--- config.mk ---
export PLATFORM = sky130hd
export DESIGN_NAME = dmac_chain
export DESIGN_NICKNAME = d
export VERILOG_FILES = /design/src/hdl/dmac_chain.v
export VERILOG_INCLUDE_DIRS = /design/src /design/src/hdl
export SDC_FILE = /design/constraint.sdc
export NUM_CORES = 2
export LEC_CHECK = 0
export ABC_CLOCK_PERIOD_IN_PS = 10510
export BUFFER_PORTS_ARGS = -buffer_cell sky130_fd_sc_hd__buf_2
export CAP_MARGIN = 20
export CORE_AREA = 2 2 331 333
export DETAILED_ROUTE_END_ITERATION = 8
export DIE_AREA = 0 0 333 335
export PLACE_DENSITY = 0.77
export SYNTH_ARGS = -nofsm -noshare
export SYNTH_HDL_FRONTEND = slang
export SYNTH_SLANG_ARGS = --single-unit
--- constraint.sdc ---
create_clock -name pclk -period 10.51 [get_ports pclk]
set_input_delay 1.051 -clock pclk [delete_from_list [all_inputs] [get_ports pclk]]
set_output_delay 1.051 -clock pclk [all_outputs]
set_load 0.005 [all_outputs]
--- src/hdl/dmac_defines.vh ---
// Constants for the DMA channel address and descriptor chaining block.
// Assumes inclusion by bare name from the design files.
`ifndef DMAC_DEFINES_VH
`define DMAC_DEFINES_VH

// ==========================================================
// Register byte offsets
`define DMAC_OFF_MEM_START_CH1  8'h3c
`define DMAC_OFF_MEM_START_CH2  8'h48
`define DMAC_OFF_MEM_START_CH3  8'ha8
`define DMAC_OFF_MEM_START_CH4  8'hb4
`define DMAC_OFF_PCI_START_CH1  8'h40
`define DMAC_OFF_PCI_START_CH2  8'h4c
`define DMAC_OFF_PCI_START_CH3  8'hac
`define DMAC_OFF_PCI_START_CH4  8'hb8
`define DMAC_OFF_LINK_CH1       8'hbc
`define DMAC_OFF_LINK_CH2       8'hc0
`define DMAC_OFF_LINK_CH3       8'hc4
`define DMAC_OFF_LINK_CH4       8'hc8
`define DMAC_OFF_WORDS_LEFT     8'h64
`define DMAC_OFF_CUR_MEM        8'h68
`define DMAC_OFF_CUR_PCI        8'h6c
`define DMAC_OFF_ARB            8'h80
`define DMAC_OFF_COUNT_CH1      8'hd0
`define DMAC_OFF_COUNT_CH2      8'hd4
`define DMAC_OFF_COUNT_CH3      8'hd8
`define DMAC_OFF_COUNT_CH4      8'hdc
`define DMAC_OFF_START          8'he0
`define DMAC_OFF_STATUS         8'he4

// ==========================================================
// Fields and reset values
`define DMAC_CHAIN_LSB          8
`define DMAC_CHAIN_MSB          11
`define DMAC_REG_RESET          32'h0000_0000
`define DMAC_DESC_WORDS         3'h4
`define DMAC_WORD_BYTES         32'h0000_0004

`endif

--- src/hdl/dmac_chain.v ---
// DMA channel address registers, descriptor chaining engine and data FIFO.
// Assumes an APB master on pclk, a local memory read port that answers one
// request at a time, and a PCI-side sink with valid/ready handshake.
//
// Behaviour
// - Four memory start address registers at 0x3C/0x48/0xA8/0xB4, reset zero.
// - Memory start address stays fixed; advancing address kept in readable register.
// - Four PCI start address registers at 0x40/0x4C/0xAC/0xB8, reset zero.
// - PCI start address stays fixed; advancing PCI address kept readable.
// - Four link pointer registers at 0xBC/0xC0/0xC4/0xC8, reset zero.
// - Each descriptor is four contiguous words; exactly four are read.
// - A zero link pointer ends the chain; nothing more is fetched.
// - Descriptors fetched by hardware alone; pointer fixed during its transfer.
// - Descriptors are followed wherever they lie, adjacent or not.
// - Per-channel chaining enable, channel 1 at bit 8 to channel 4 at 11.
// - Chaining disabled: transfer ends after the register-held structure.
`timescale 1ns/10ps
`include "dmac_defines.vh"

// ==========================================================
// Synchronous FIFO
module dmac_fifo #(
   parameter WIDTH = 64,
   parameter DEPTH = 8,
   parameter AW    = 3
) (
   // Clock and reset
   input  wire             pclk,
   input  wire             presetn,
   // Fill side
   input  wire             in_valid,
   output wire             in_ready,
   input  wire [WIDTH-1:0] in_data,
   // Drain side
   output wire             out_valid,
   input  wire             out_ready,
   output wire [WIDTH-1:0] out_data
);
   reg [WIDTH-1:0] mem_r [0:DEPTH-1];
   reg [AW-1:0]    wp_r;
   reg [AW-1:0]    rp_r;
   reg [AW:0]      cnt_r;
   wire            push;
   wire            pop;

   assign in_ready  = (cnt_r != DEPTH[AW:0]);
   assign out_valid = (cnt_r != {(AW+1){1'b0}});
   assign out_data  = mem_r[rp_r];
   assign push      = in_valid & in_ready;
   assign pop       = out_valid & out_ready;

   always @(posedge pclk) begin
      if (push)
         mem_r[wp_r] <= in_data;
   end

   always @(posedge pclk or negedge presetn) begin
      if (!presetn) begin
         wp_r  <= {AW{1'b0}};
         rp_r  <= {AW{1'b0}};
         cnt_r <= {(AW+1){1'b0}};
      end else begin
         if (push)
            wp_r <= (wp_r == DEPTH[AW-1:0] - 1'b1) ? {AW{1'b0}} : wp_r + 1'b1;
         if (pop)
            rp_r <= (rp_r == DEPTH[AW-1:0] - 1'b1) ? {AW{1'b0}} : rp_r + 1'b1;
         cnt_r <= cnt_r + {{AW{1'b0}}, push} - {{AW{1'b0}}, pop};
      end
   end
endmodule // dmac_fifo

// ==========================================================
// Top: register file, chaining engine, output stage
module dmac_chain #(
   parameter FIFO_DEPTH = 8,
   parameter FIFO_AW    = 3
) (
   // APB slave
   input  wire        pclk,
   input  wire        presetn,
   input  wire        psel,
   input  wire        penable,
   input  wire        pwrite,
   input  wire [7:0]  paddr,
   input  wire [31:0] pwdata,
   output reg  [31:0] prdata,
   output reg         pready,
   output reg         pslverr,
   // Local memory read port
   output reg         mem_rd,
   output reg  [31:0] mem_addr,
   input  wire        mem_rvalid,
   input  wire [31:0] mem_rdata,
   // PCI side data stream
   output reg         pci_valid,
   input  wire        pci_ready,
   output reg  [31:0] pci_addr,
   output reg  [31:0] pci_data
);
   localparam S_IDLE = 3'd0;
   localparam S_LOAD = 3'd1;
   localparam S_RUN  = 3'd2;
   localparam S_END  = 3'd3;
   localparam S_DESC = 3'd4;

   localparam K_MEM  = 3'd0;
   localparam K_PCI  = 3'd1;
   localparam K_LINK = 3'd2;
   localparam K_CNT  = 3'd3;
   localparam K_MISC = 3'd4;

   // ==========================================================
   // Channel registers
   reg [31:0] mem_start_r [0:3];
   reg [31:0] pci_start_r [0:3];
   reg [31:0] link_r      [0:3];
   reg [31:0] count_r     [0:3];
   reg [3:0]  chain_en_r;
   reg [3:0]  go_r;
   reg [3:0]  done_r;
   reg [2:0]  state_r;
   reg [1:0]  ch_r;
   reg [31:0] cur_mem_r;
   reg [31:0] cur_pci_r;
   reg [31:0] words_r;
   reg [2:0]  didx_r;
   reg        pend_r;
   integer    i;

   wire        fifo_in_ready;
   wire        fifo_out_valid;
   wire [63:0] fifo_out_data;
   wire        fifo_push;
   wire        fifo_pop;
   wire        apb_acc;
   wire        apb_wr;
   wire        apb_rd;
   wire [5:0]  wdec;
   reg  [3:0]  go_pick;

   // Address decode: {hit, kind, channel}
   function [5:0] dec;
      input [7:0] a;
      begin
         case (a)
            `DMAC_OFF_MEM_START_CH1: dec = {1'b1, K_MEM, 2'd0};
            `DMAC_OFF_MEM_START_CH2: dec = {1'b1, K_MEM, 2'd1};
            `DMAC_OFF_MEM_START_CH3: dec = {1'b1, K_MEM, 2'd2};
            `DMAC_OFF_MEM_START_CH4: dec = {1'b1, K_MEM, 2'd3};
            `DMAC_OFF_PCI_START_CH1: dec = {1'b1, K_PCI, 2'd0};
            `DMAC_OFF_PCI_START_CH2: dec = {1'b1, K_PCI, 2'd1};
            `DMAC_OFF_PCI_START_CH3: dec = {1'b1, K_PCI, 2'd2};
            `DMAC_OFF_PCI_START_CH4: dec = {1'b1, K_PCI, 2'd3};
            `DMAC_OFF_LINK_CH1:      dec = {1'b1, K_LINK, 2'd0};
            `DMAC_OFF_LINK_CH2:      dec = {1'b1, K_LINK, 2'd1};
            `DMAC_OFF_LINK_CH3:      dec = {1'b1, K_LINK, 2'd2};
            `DMAC_OFF_LINK_CH4:      dec = {1'b1, K_LINK, 2'd3};
            `DMAC_OFF_COUNT_CH1:     dec = {1'b1, K_CNT, 2'd0};
            `DMAC_OFF_COUNT_CH2:     dec = {1'b1, K_CNT, 2'd1};
            `DMAC_OFF_COUNT_CH3:     dec = {1'b1, K_CNT, 2'd2};
            `DMAC_OFF_COUNT_CH4:     dec = {1'b1, K_CNT, 2'd3};
            `DMAC_OFF_WORDS_LEFT:    dec = {1'b1, K_MISC, 2'd0};
            `DMAC_OFF_CUR_MEM:       dec = {1'b1, K_MISC, 2'd1};
            `DMAC_OFF_CUR_PCI:       dec = {1'b1, K_MISC, 2'd2};
            `DMAC_OFF_ARB:           dec = {1'b1, K_MISC, 2'd3};
            `DMAC_OFF_START:         dec = {1'b1, 3'd5, 2'd0};
            `DMAC_OFF_STATUS:        dec = {1'b1, 3'd5, 2'd1};
            default:                 dec = 6'h00;
         endcase
      end
   endfunction

   // ==========================================================
   // APB slave: one wait state, answer registered
   assign apb_acc = psel & penable & pready;
   assign apb_wr  = apb_acc & pwrite & wdec[5];
   assign apb_rd  = psel & penable & ~pready & ~pwrite;
   assign wdec    = dec(paddr);

   always @(posedge pclk or negedge presetn) begin
      if (!presetn) begin
         pready  <= 1'b0;
         pslverr <= 1'b0;
         prdata  <= `DMAC_REG_RESET;
      end else begin
         pready  <= psel & penable & ~pready;
         pslverr <= psel & penable & ~pready & ~wdec[5];
         if (apb_rd) begin
            case (wdec[5] ? wdec[4:2] : 3'd7)
               K_MEM:   prdata <= mem_start_r[wdec[1:0]];
               K_PCI:   prdata <= pci_start_r[wdec[1:0]];
               K_LINK:  prdata <= link_r[wdec[1:0]];
               K_CNT:   prdata <= count_r[wdec[1:0]];
               K_MISC: begin
                  case (wdec[1:0])
                     2'd0:    prdata <= words_r;
                     2'd1:    prdata <= cur_mem_r;
                     2'd2:    prdata <= cur_pci_r;
                     default: prdata <= {20'h00000, chain_en_r, 8'h00};
                  endcase
               end
               3'd5:    prdata <= wdec[1:0] == 2'd0 ? {28'h0000000, go_r} :
                                  {21'h000000, ch_r, state_r == S_IDLE ? 1'b0 : 1'b1,
                                   done_r, go_r};
               default: prdata <= `DMAC_REG_RESET;
            endcase
         end else if (apb_acc) begin
            prdata <= `DMAC_REG_RESET;
         end
      end
   end

   // ==========================================================
   // Engine
   always @* begin
      go_pick = 4'h0;
      if (go_r[0])
         go_pick = 4'h1;
      else if (go_r[1])
         go_pick = 4'h2;
      else if (go_r[2])
         go_pick = 4'h4;
      else if (go_r[3])
         go_pick = 4'h8;
   end

   // The read is issued only when the FIFO has room and just one is in
   // flight, so the returning word always fits.
   assign fifo_push = (state_r == S_RUN) & pend_r & mem_rvalid;

   always @(posedge pclk or negedge presetn) begin
      if (!presetn) begin
         for (i = 0; i < 4; i = i + 1) begin
            mem_start_r[i] <= `DMAC_REG_RESET;
            pci_start_r[i] <= `DMAC_REG_RESET;
            link_r[i]      <= `DMAC_REG_RESET;
            count_r[i]     <= `DMAC_REG_RESET;
         end
         chain_en_r <= 4'h0;
         go_r       <= 4'h0;
         done_r     <= 4'h0;
         state_r    <= S_IDLE;
         ch_r       <= 2'd0;
         cur_mem_r  <= `DMAC_REG_RESET;
         cur_pci_r  <= `DMAC_REG_RESET;
         words_r    <= `DMAC_REG_RESET;
         didx_r     <= 3'd0;
         pend_r     <= 1'b0;
         mem_rd     <= 1'b0;
         mem_addr   <= `DMAC_REG_RESET;
      end else begin
         // Software writes first; engine updates below take priority
         if (apb_wr) begin
            case (wdec[4:2])
               K_MEM:   mem_start_r[wdec[1:0]] <= pwdata;
               K_PCI:   pci_start_r[wdec[1:0]] <= pwdata;
               K_LINK:  link_r[wdec[1:0]]      <= pwdata;
               K_CNT:   count_r[wdec[1:0]]     <= pwdata;
               K_MISC:
                  if (wdec[1:0] == 2'd3)
                     chain_en_r <= pwdata[`DMAC_CHAIN_MSB:`DMAC_CHAIN_LSB];
               3'd5:
                  if (wdec[1:0] == 2'd0)
                     go_r <= go_r | pwdata[3:0];
                  else
                     done_r <= done_r & ~pwdata[7:4];
               default: ;
            endcase
         end
         if (mem_rvalid)
            mem_rd <= 1'b0;
         case (state_r)
            S_IDLE:
               if (go_pick != 4'h0) begin
                  ch_r    <= {go_pick[3] | go_pick[2], go_pick[3] | go_pick[1]};
                  state_r <= S_LOAD;
               end
            S_LOAD: begin
               // Start registers stay as written; only the copies advance
               cur_mem_r <= mem_start_r[ch_r];
               cur_pci_r <= pci_start_r[ch_r];
               words_r   <= count_r[ch_r];
               state_r   <= S_RUN;
            end
            S_RUN:
               if (pend_r) begin
                  if (mem_rvalid) begin
                     pend_r    <= 1'b0;
                     cur_mem_r <= cur_mem_r + `DMAC_WORD_BYTES;
                     cur_pci_r <= cur_pci_r + `DMAC_WORD_BYTES;
                     words_r   <= words_r - 32'h0000_0001;
                  end
               end else if (words_r == 32'h0000_0000) begin
                  state_r <= S_END;
               end else if (fifo_in_ready) begin
                  pend_r   <= 1'b1;
                  mem_rd   <= 1'b1;
                  mem_addr <= cur_mem_r;
               end
            S_END:
               if (chain_en_r[ch_r] && link_r[ch_r] != 32'h0000_0000) begin
                  didx_r  <= 3'd0;
                  state_r <= S_DESC;
               end else begin
                  // Set wins: done over a clear, a new start over this stop
                  go_r[ch_r] <= apb_wr && wdec == {1'b1, 3'd5, 2'd0} && pwdata[ch_r];
                  done_r[ch_r] <= 1'b1;
                  state_r      <= S_IDLE;
               end
            S_DESC:
               if (pend_r) begin
                  if (mem_rvalid) begin
                     pend_r <= 1'b0;
                     didx_r <= didx_r + 3'd1;
                     case (didx_r[1:0])
                        2'd0:    mem_start_r[ch_r] <= mem_rdata;
                        2'd1:    pci_start_r[ch_r] <= mem_rdata;
                        2'd2:    count_r[ch_r]     <= mem_rdata;
                        default: link_r[ch_r]      <= mem_rdata;
                     endcase
                  end
               end else if (didx_r == `DMAC_DESC_WORDS) begin
                  state_r <= S_LOAD;
               end else begin
                  // Read on demand, so late edits to the descriptor are seen
                  pend_r   <= 1'b1;
                  mem_rd   <= 1'b1;
                  mem_addr <= link_r[ch_r] + {27'h0000000, didx_r, 2'b00};
               end
            default: state_r <= S_IDLE;
         endcase
         if (state_r == S_IDLE)
            pend_r <= 1'b0;
      end
   end

   // ==========================================================
   // Data path: FIFO then registered output stage
   dmac_fifo #(
      .WIDTH (64),
      .DEPTH (FIFO_DEPTH),
      .AW    (FIFO_AW)
   ) u_fifo (
      .pclk      (pclk),
      .presetn   (presetn),
      .in_valid  (fifo_push),
      .in_ready  (fifo_in_ready),
      .in_data   ({cur_pci_r, mem_rdata}),
      .out_valid (fifo_out_valid),
      .out_ready (fifo_pop),
      .out_data  (fifo_out_data)
   );

   assign fifo_pop = fifo_out_valid & (~pci_valid | pci_ready);

   always @(posedge pclk or negedge presetn) begin
      if (!presetn) begin
         pci_valid <= 1'b0;
         pci_addr  <= `DMAC_REG_RESET;
         pci_data  <= `DMAC_REG_RESET;
      end else if (~pci_valid | pci_ready) begin
         pci_valid <= fifo_out_valid;
         if (fifo_out_valid) begin
            pci_addr <= fifo_out_data[63:32];
            pci_data <= fifo_out_data[31:0];
         end
      end
   end
endmodule // dmac_chain

### Yosys cells after proc, flatten, opt, wreduce, memory -nomap -nowiden

Memory sizes are Yosys's and may differ from the RTL's. A register that Yosys moved wholly into a read port is not among the register bits.
Cells that the tools add are included.

| storage, ports and cells | value |
|---|---|
| register bits after elaboration | 707 |
| latch bits | 0 |
| RAM bits | 512 |
| bits in read-only memories | 0 |
| bits of input ports | 79 |
| output and inout bits | 132 |
| word-level logic and storage cells | 299 |
| memories | 1 |

| cells by class | value |
|---|---|
| add/sub/neg operators | 9 |
| multipliers | 0 |
| divide/modulo/power cells | 0 |
| magnitude comparators | 7 |
| equality and inequality tests | 59 |
| shift operators | 0 |
| multiplexer cells | 134 |
| bitwise gates (word level) | 25 |
| reduce and logical (&&, ||, !) cells | 29 |

Memory list:

| memory | words | width | rd ports | clocked after memory_dff | wr ports | RTL line | source |
|---|---|---|---|---|---|---|---|
| u_fifo.mem_r | 8 | 64 | 1 | 1 | 1 | dmac_chain.v:39 | `reg [WIDTH-1:0] mem_r [0:DEPTH-1];` |

Operators with widths:

| kind | number |
|---|---|
| two-way mux 128 bit | 24 |
| bitwise mux 128 bit | 8 |
| two-way mux 32 bit | 31 |
| binary-select mux 32 bit (select 2 bit) | 8 |
| one-hot mux 32 bit (2 select lines) | 4 |
| one-hot mux 32 bit (6 select lines) | 1 |
| one-hot mux 6 bit (22 select lines) | 1 |
| demux 32 bit (select 2 bit) | 2 |
| == test 8 bit, second input constant | 15 |
| one-hot mux 32 bit (3 select lines) | 1 |
| adder 32 x 3 -> 32 bit, second input constant | 2 |
| two-way mux 4 bit | 14 |
| == test 8 x 7 -> 1 bit, second input constant | 6 |
| two-way mux 3 bit | 12 |
| adder 32 x 5 -> 32 bit | 1 |
| logical NOT 32 bit | 1 |
| nonzero test 32 bit | 1 |
| subtractor 32 x 1 -> 32 bit, second input constant | 1 |
| == test 3 bit, second input constant | 8 |
| inequality test 2 bit, second input constant | 11 |
| two-way mux 1 bit | 19 |
| == test 3 x 2 -> 1 bit, second input constant | 6 |
| one-hot mux 3 bit (5 select lines) | 1 |
| AND 1 bit | 12 |
| 40 further kinds | 73 |

### Longest topological paths before layout

| logic depth | value |
|---|---|
| depth in word-level cells | 15 |
| gate-level depth with buffers | 15 |
| gate-level depth less buffers | 12 |

### Hierarchy

A second synthesis with hierarchy kept.

| second synthesis, totals | value |
|---|---|
| cells, all modules | 5512 |
| area, all modules | 64459.3 um2 |

Modules (own cells, without submodules):

| module | times used | cells an instance | area each (um2) | sequential area each (um2) |
|---|---|---|---|---|
| dmac_chain | 1 | 4716 | 44644.1 | 19043.3 |
| dmac_fifo | 1 | 796 | 19815.3 | 15625.0 |

### Worst setup path after synthesis

No wires, ideal clock.

| timing path | value |
|---|---|
| path kind | input -> register |
| start point | in mem_rvalid |
| end point | mem u_fifo.mem_r[2][0] (enable) |
| library setup time | 0.666 ns |
| arrival | 8.222 ns |
| required time | 9.844 ns |
| slack | 1.622 ns |
| cell stages on the path | 4 |
| buffers on the path | 1 |
| path through | nand2_1 or3_1 clkbuf_1 nor4b_1 |

| between the ends | value |
|---|---|
| cells in the longest elaborated chain, start to end | 4 |

RTL lines:

| element | RTL line | source |
|---|---|---|
| start: declaration | dmac_chain.v:92 | `input wire mem_rvalid,` |
| AND 1 bit | dmac_chain.v:229 | `assign fifo_push = (state_r == S_RUN) & pend_r & mem_rvalid;` |
| AND 1 bit | dmac_chain.v:49 | `assign push = in_valid & in_ready;` |
| two-way mux 1 bit | dmac_chain.v:53 | `if (push)` |
| two-way mux 1 bit (implied by the code) | dmac_chain.v:54 | `mem_r[wp_r] <= in_data;` |
| end: declaration | dmac_chain.v:39 |  |

No other way between the ends.

### Final worst setup path

| timing path | value |
|---|---|
| start point | in paddr[3] |
| end point | reg prdata[2] |

| between the ends | value |
|---|---|
| cells in the longest elaborated chain, start to end | 8 |
| elaborated cells between the ends (all ways) | 49 |
| classes of those cells | eq/ne: 29; mux: 17; bitwise: 1; reduce/logical: 2 |

RTL lines:

| element | RTL line | source |
|---|---|---|
| start: declaration | dmac_chain.v:84 | `input wire [7:0] paddr,` |
| == test 8 bit (tied with other cells) | dmac_chain.v:145 | `case (a)` |
| one-hot mux 6 bit (22 select lines) * | dmac_chain.v:145 |  |
| inverter 2 -> 3 bit (implied by the code) | n/a |  |
| binary-select mux 32 bit (select 2 bit), on equally long branches | n/a |  |
| two-way mux 32 bit, on equally long branches (2 in series) | n/a |  |
| one-hot mux 32 bit (6 select lines) * | dmac_chain.v:189 | `case (wdec[5] ? wdec[4:2] : 3'd7)` |
| two-way mux 32 bit * | dmac_chain.v:188 | `if (apb_rd) begin` |
| end signal: assignment | dmac_chain.v:190 | `K_MEM: prdata <= mem_start_r[wdec[1:0]];` |
| end signal: assignment | dmac_chain.v:191 | `K_PCI: prdata <= pci_start_r[wdec[1:0]];` |
| end signal: assignment | dmac_chain.v:193 | `K_CNT: prdata <= count_r[wdec[1:0]];` |
| end: declaration | dmac_chain.v:86 | `output reg [31:0] prdata,` |

Every way passes the cells marked *; elsewhere a longest branch is shown, timed or not. The select of a mux whose other input is x is not followed.
A chain may end at the register's enable or synchronous reset.

==> flow_summary_export.csv <==
group,metric,value,unit
run_status,outcome,"complete, but fails checks",
run_status,violations,"design-rule violations",
sta,skew,26.2,ps
sta,slew_viol_final,0,
clock_network,cts_setup_buffers,0,
die,dieArea,112000,um^2
final_layout,nets,5914,
final_layout,fillers,8103,
pwr,power_density,207,nW/um^2
die,floorplan.initialDensity,59.4,%
sta,tightest_slew,1210,ps
routing,routed_wl,223000,um
synth,yosysWarnings,0,
routing,routedWlPerCell,30.4,um
setup_path,crit-reg2reg-launch,"ch_r[1]",
die,core,108000,um^2
placement,gp_congestion,1.00,
run,cap_violations,0,
sta,fmax,0.201,GHz
final_layout,instances_no_fill,7343,
routing,first_iter_violations,8888,
global_route,antenna_found_initial,24,
synth,synth_nets,5988,
final_layout,synthToLayoutAreaGrowth,9.72,%
setup_path,cp_max_fo,57,
sta,rsz0062_at_grt,"no",
sta,slew_headroom,19.6,%
synth,ys_seq_area_share,54.0,%
setup_path,worstSetupPathType,"in -> reg",
sta,finalHoldViolCount,0,
clock_network,clkSinkCount,1283,
sta,holdWs,281,ps
final_layout,drive_gt1_share,14.6,%
synth,synth-edff-count,512,
global_route,grt_pass1_wl,327000,um
setup_path,r2r_end,"go_r[2]",
placement,dp_cells,7086,
die,rows,121,
routing,ant_nets,0,
clock_network,clock_latency,790,ps
synth,synth_area,64200,um^2
clock_network,cts_tree,"yes",
placement,hpwl,138000,um
global_route,grt_overflow_total,0,
die,die-height,335,um
synth,synth-seq-cells,1283,
pwr,p_leak,0.0291,uW
routing,via_per_inst,7.09,
placement,io_buffers,210,
synth,async_reset_ff_share,60.1,%
setup_path,cp.required,11120,ps
synth,synthFlopType,"dfrtp_1",
placement,place_ws,5320,ps
sta,fin_crit,4970,ps
synth,synthDistinctLibCells,85,
sta,post-route-period-util,47.3,%
clock_network,h-tree-depth,4,
synth,netlist_instances,5886,
die,ios,211,
clock_network,cts_buffer_depth,3,
global_route,grt_max_degree,166,
routing,first_pass_iters,9,
routing,dr_total_vias,52000,
clock_network,cts_root_buf,"clkbuf_16",
synth,synth_area_per_cell,10.9,um^2
hold_path,min_path_type,"in -> async",
global_route,grt_pass1_vias,48900,
clock_network,ctsHoldBuffers,0,
setup_path,r2r_slack,5660,ps
setup_path,start_kind,"input pin",
die,die_w,333,um
clock_network,clk_pin_slew,60,ps
setup_path,cp.arrival,5580,ps
setup_path,end_kind,"flop",
global_route,grt_usage,39.6,%
clock_network,cts_buffers,136,
setup_path,r2r_cells,8,
pwr,peakVddDrop,195,uV
routing,route.detailed.drc,2,
sta,fin_ws,5540,ps
sta,setup_tns,0,ps
clock_network,post_cts_resized,0,
sta,setup_viol,0,
## sequential cells by signal, summed over array words and instances (netlist names), 128 cells and up
signal and count:
u_fifo.mem_r 512, link_r 128, mem_start_r 128, pci_start_r 128, count_r 128
## power by group
group / switching (uW) / total [uW] / internal (uW)
logic: 1900 / 3150 / 1260
registers: 772 / 6540 / 5760
clock network: 2130 / 4900 / 2770
total: 4800 / 14600 / 9790
## how the worst max path moves through the flow
| stage | start | end |
|---|---|---|
| final | paddr[3] | prdata[2] |
| after global routing | paddr[2] | prdata[2] |
| after CTS | ch_r[1] | go_r[2] |
| after detailed placement | paddr[2] | prdata[2] |
| after global placement | paddr[3] | prdata[2] |
| after floorplan | mem_rvalid | u_fifo.mem_r[2][0] |
## cell usage in the layout, fill, tap and decap left out, types with 11 or more instances in the layout
cell type,n
clkbuf_8,18
clkbuf_1,33
mux4_1,22
xnor2_1,11
xor2_1,19
nor3_1,41
nand3_1,64
mux4_2,255
dfrtp_1,766
a22oi_1,25
nand2_1,904
o21ai_1,11
nand4_1,27
nor4_1,42
o21ai_0,138
a31oi_1,284
mux2i_1,465
or3_1,13
edfxtp_1,512
clkbuf_16,138
a21oi_1,620
ha_1,21
and3_1,23
clkinv_2,18
nor2_1,719
o22ai_1,87
buf_4,100
inv_1,32
nand2_2,20
nor3_2,11
buf_2,209
## layout make-up
cell class,instances,area (um^2),share of cell area (%)
antenna,9,22.5,0.0320
clock buffer,189,3820,5.43
clock inverter,57,634,0.900
inverter,32,120,0.170
multi-input combinational,4041,27400,38.9
sequential,1283,34700,49.2
tap,1414,1770,2.51
timing repair buffer,318,1970,2.80
## cells by family after synthesis
group,synth area share [%]
adder cells (fa/ha/maj),0.472
multiplexers,17.3
AND/OR/NAND/NOR,12.8
buffers and inverters,3.71
flip-flops,54.0
XOR/XNOR,0.409
AO/OA/AOI/OAI,11.4
## synth_stat cells (all sizes together), types with 58 or more instances
cell    number  area share [%]
edfxtp     512              24
clkbuf     322             1.9
o22ai       87            0.85
a31oi      284             2.8
nand2      926             5.4
nor2       723             4.2
buf        208             1.6
nand3       65            0.53
mux4       277             9.8
a21oi      620             4.8
mux2i      465             7.2
dfrtp      771              30
nor3        58            0.51
o21ai      149             1.2
## per-layer routing
metal / wire, um / global-route usage, %
met4: 13200 / 19.5
met5: 250 / 0.391
met2: 95300 / 57.0
met3: 35600 / 15.4
met1: 78800 / 52.8
## stage by stage
step           total power [uW]  utilization [%]  area, um^2
2_1_floorplan              8410                -       64200
3_5_place_dp               9620             61.0       65900
6_report                  14600             65.2       70500
3_3_place_gp               9500             61.0       65900
4_1_cts                   14500             65.1       70400
5_1_grt                   15100             65.2       70400
## worst max-delay path, stage by stage
cell and delay (ps):
buf_2 380, nor2b_1 190, nor3_1 50, o31ai_1 620, and2_4 670, buf_4 840
mux2i_1 400, o22ai_1 150, nor4_1 1000, o21ai_0 170
No activity file was read; power rests on OpenSTA's default activity.
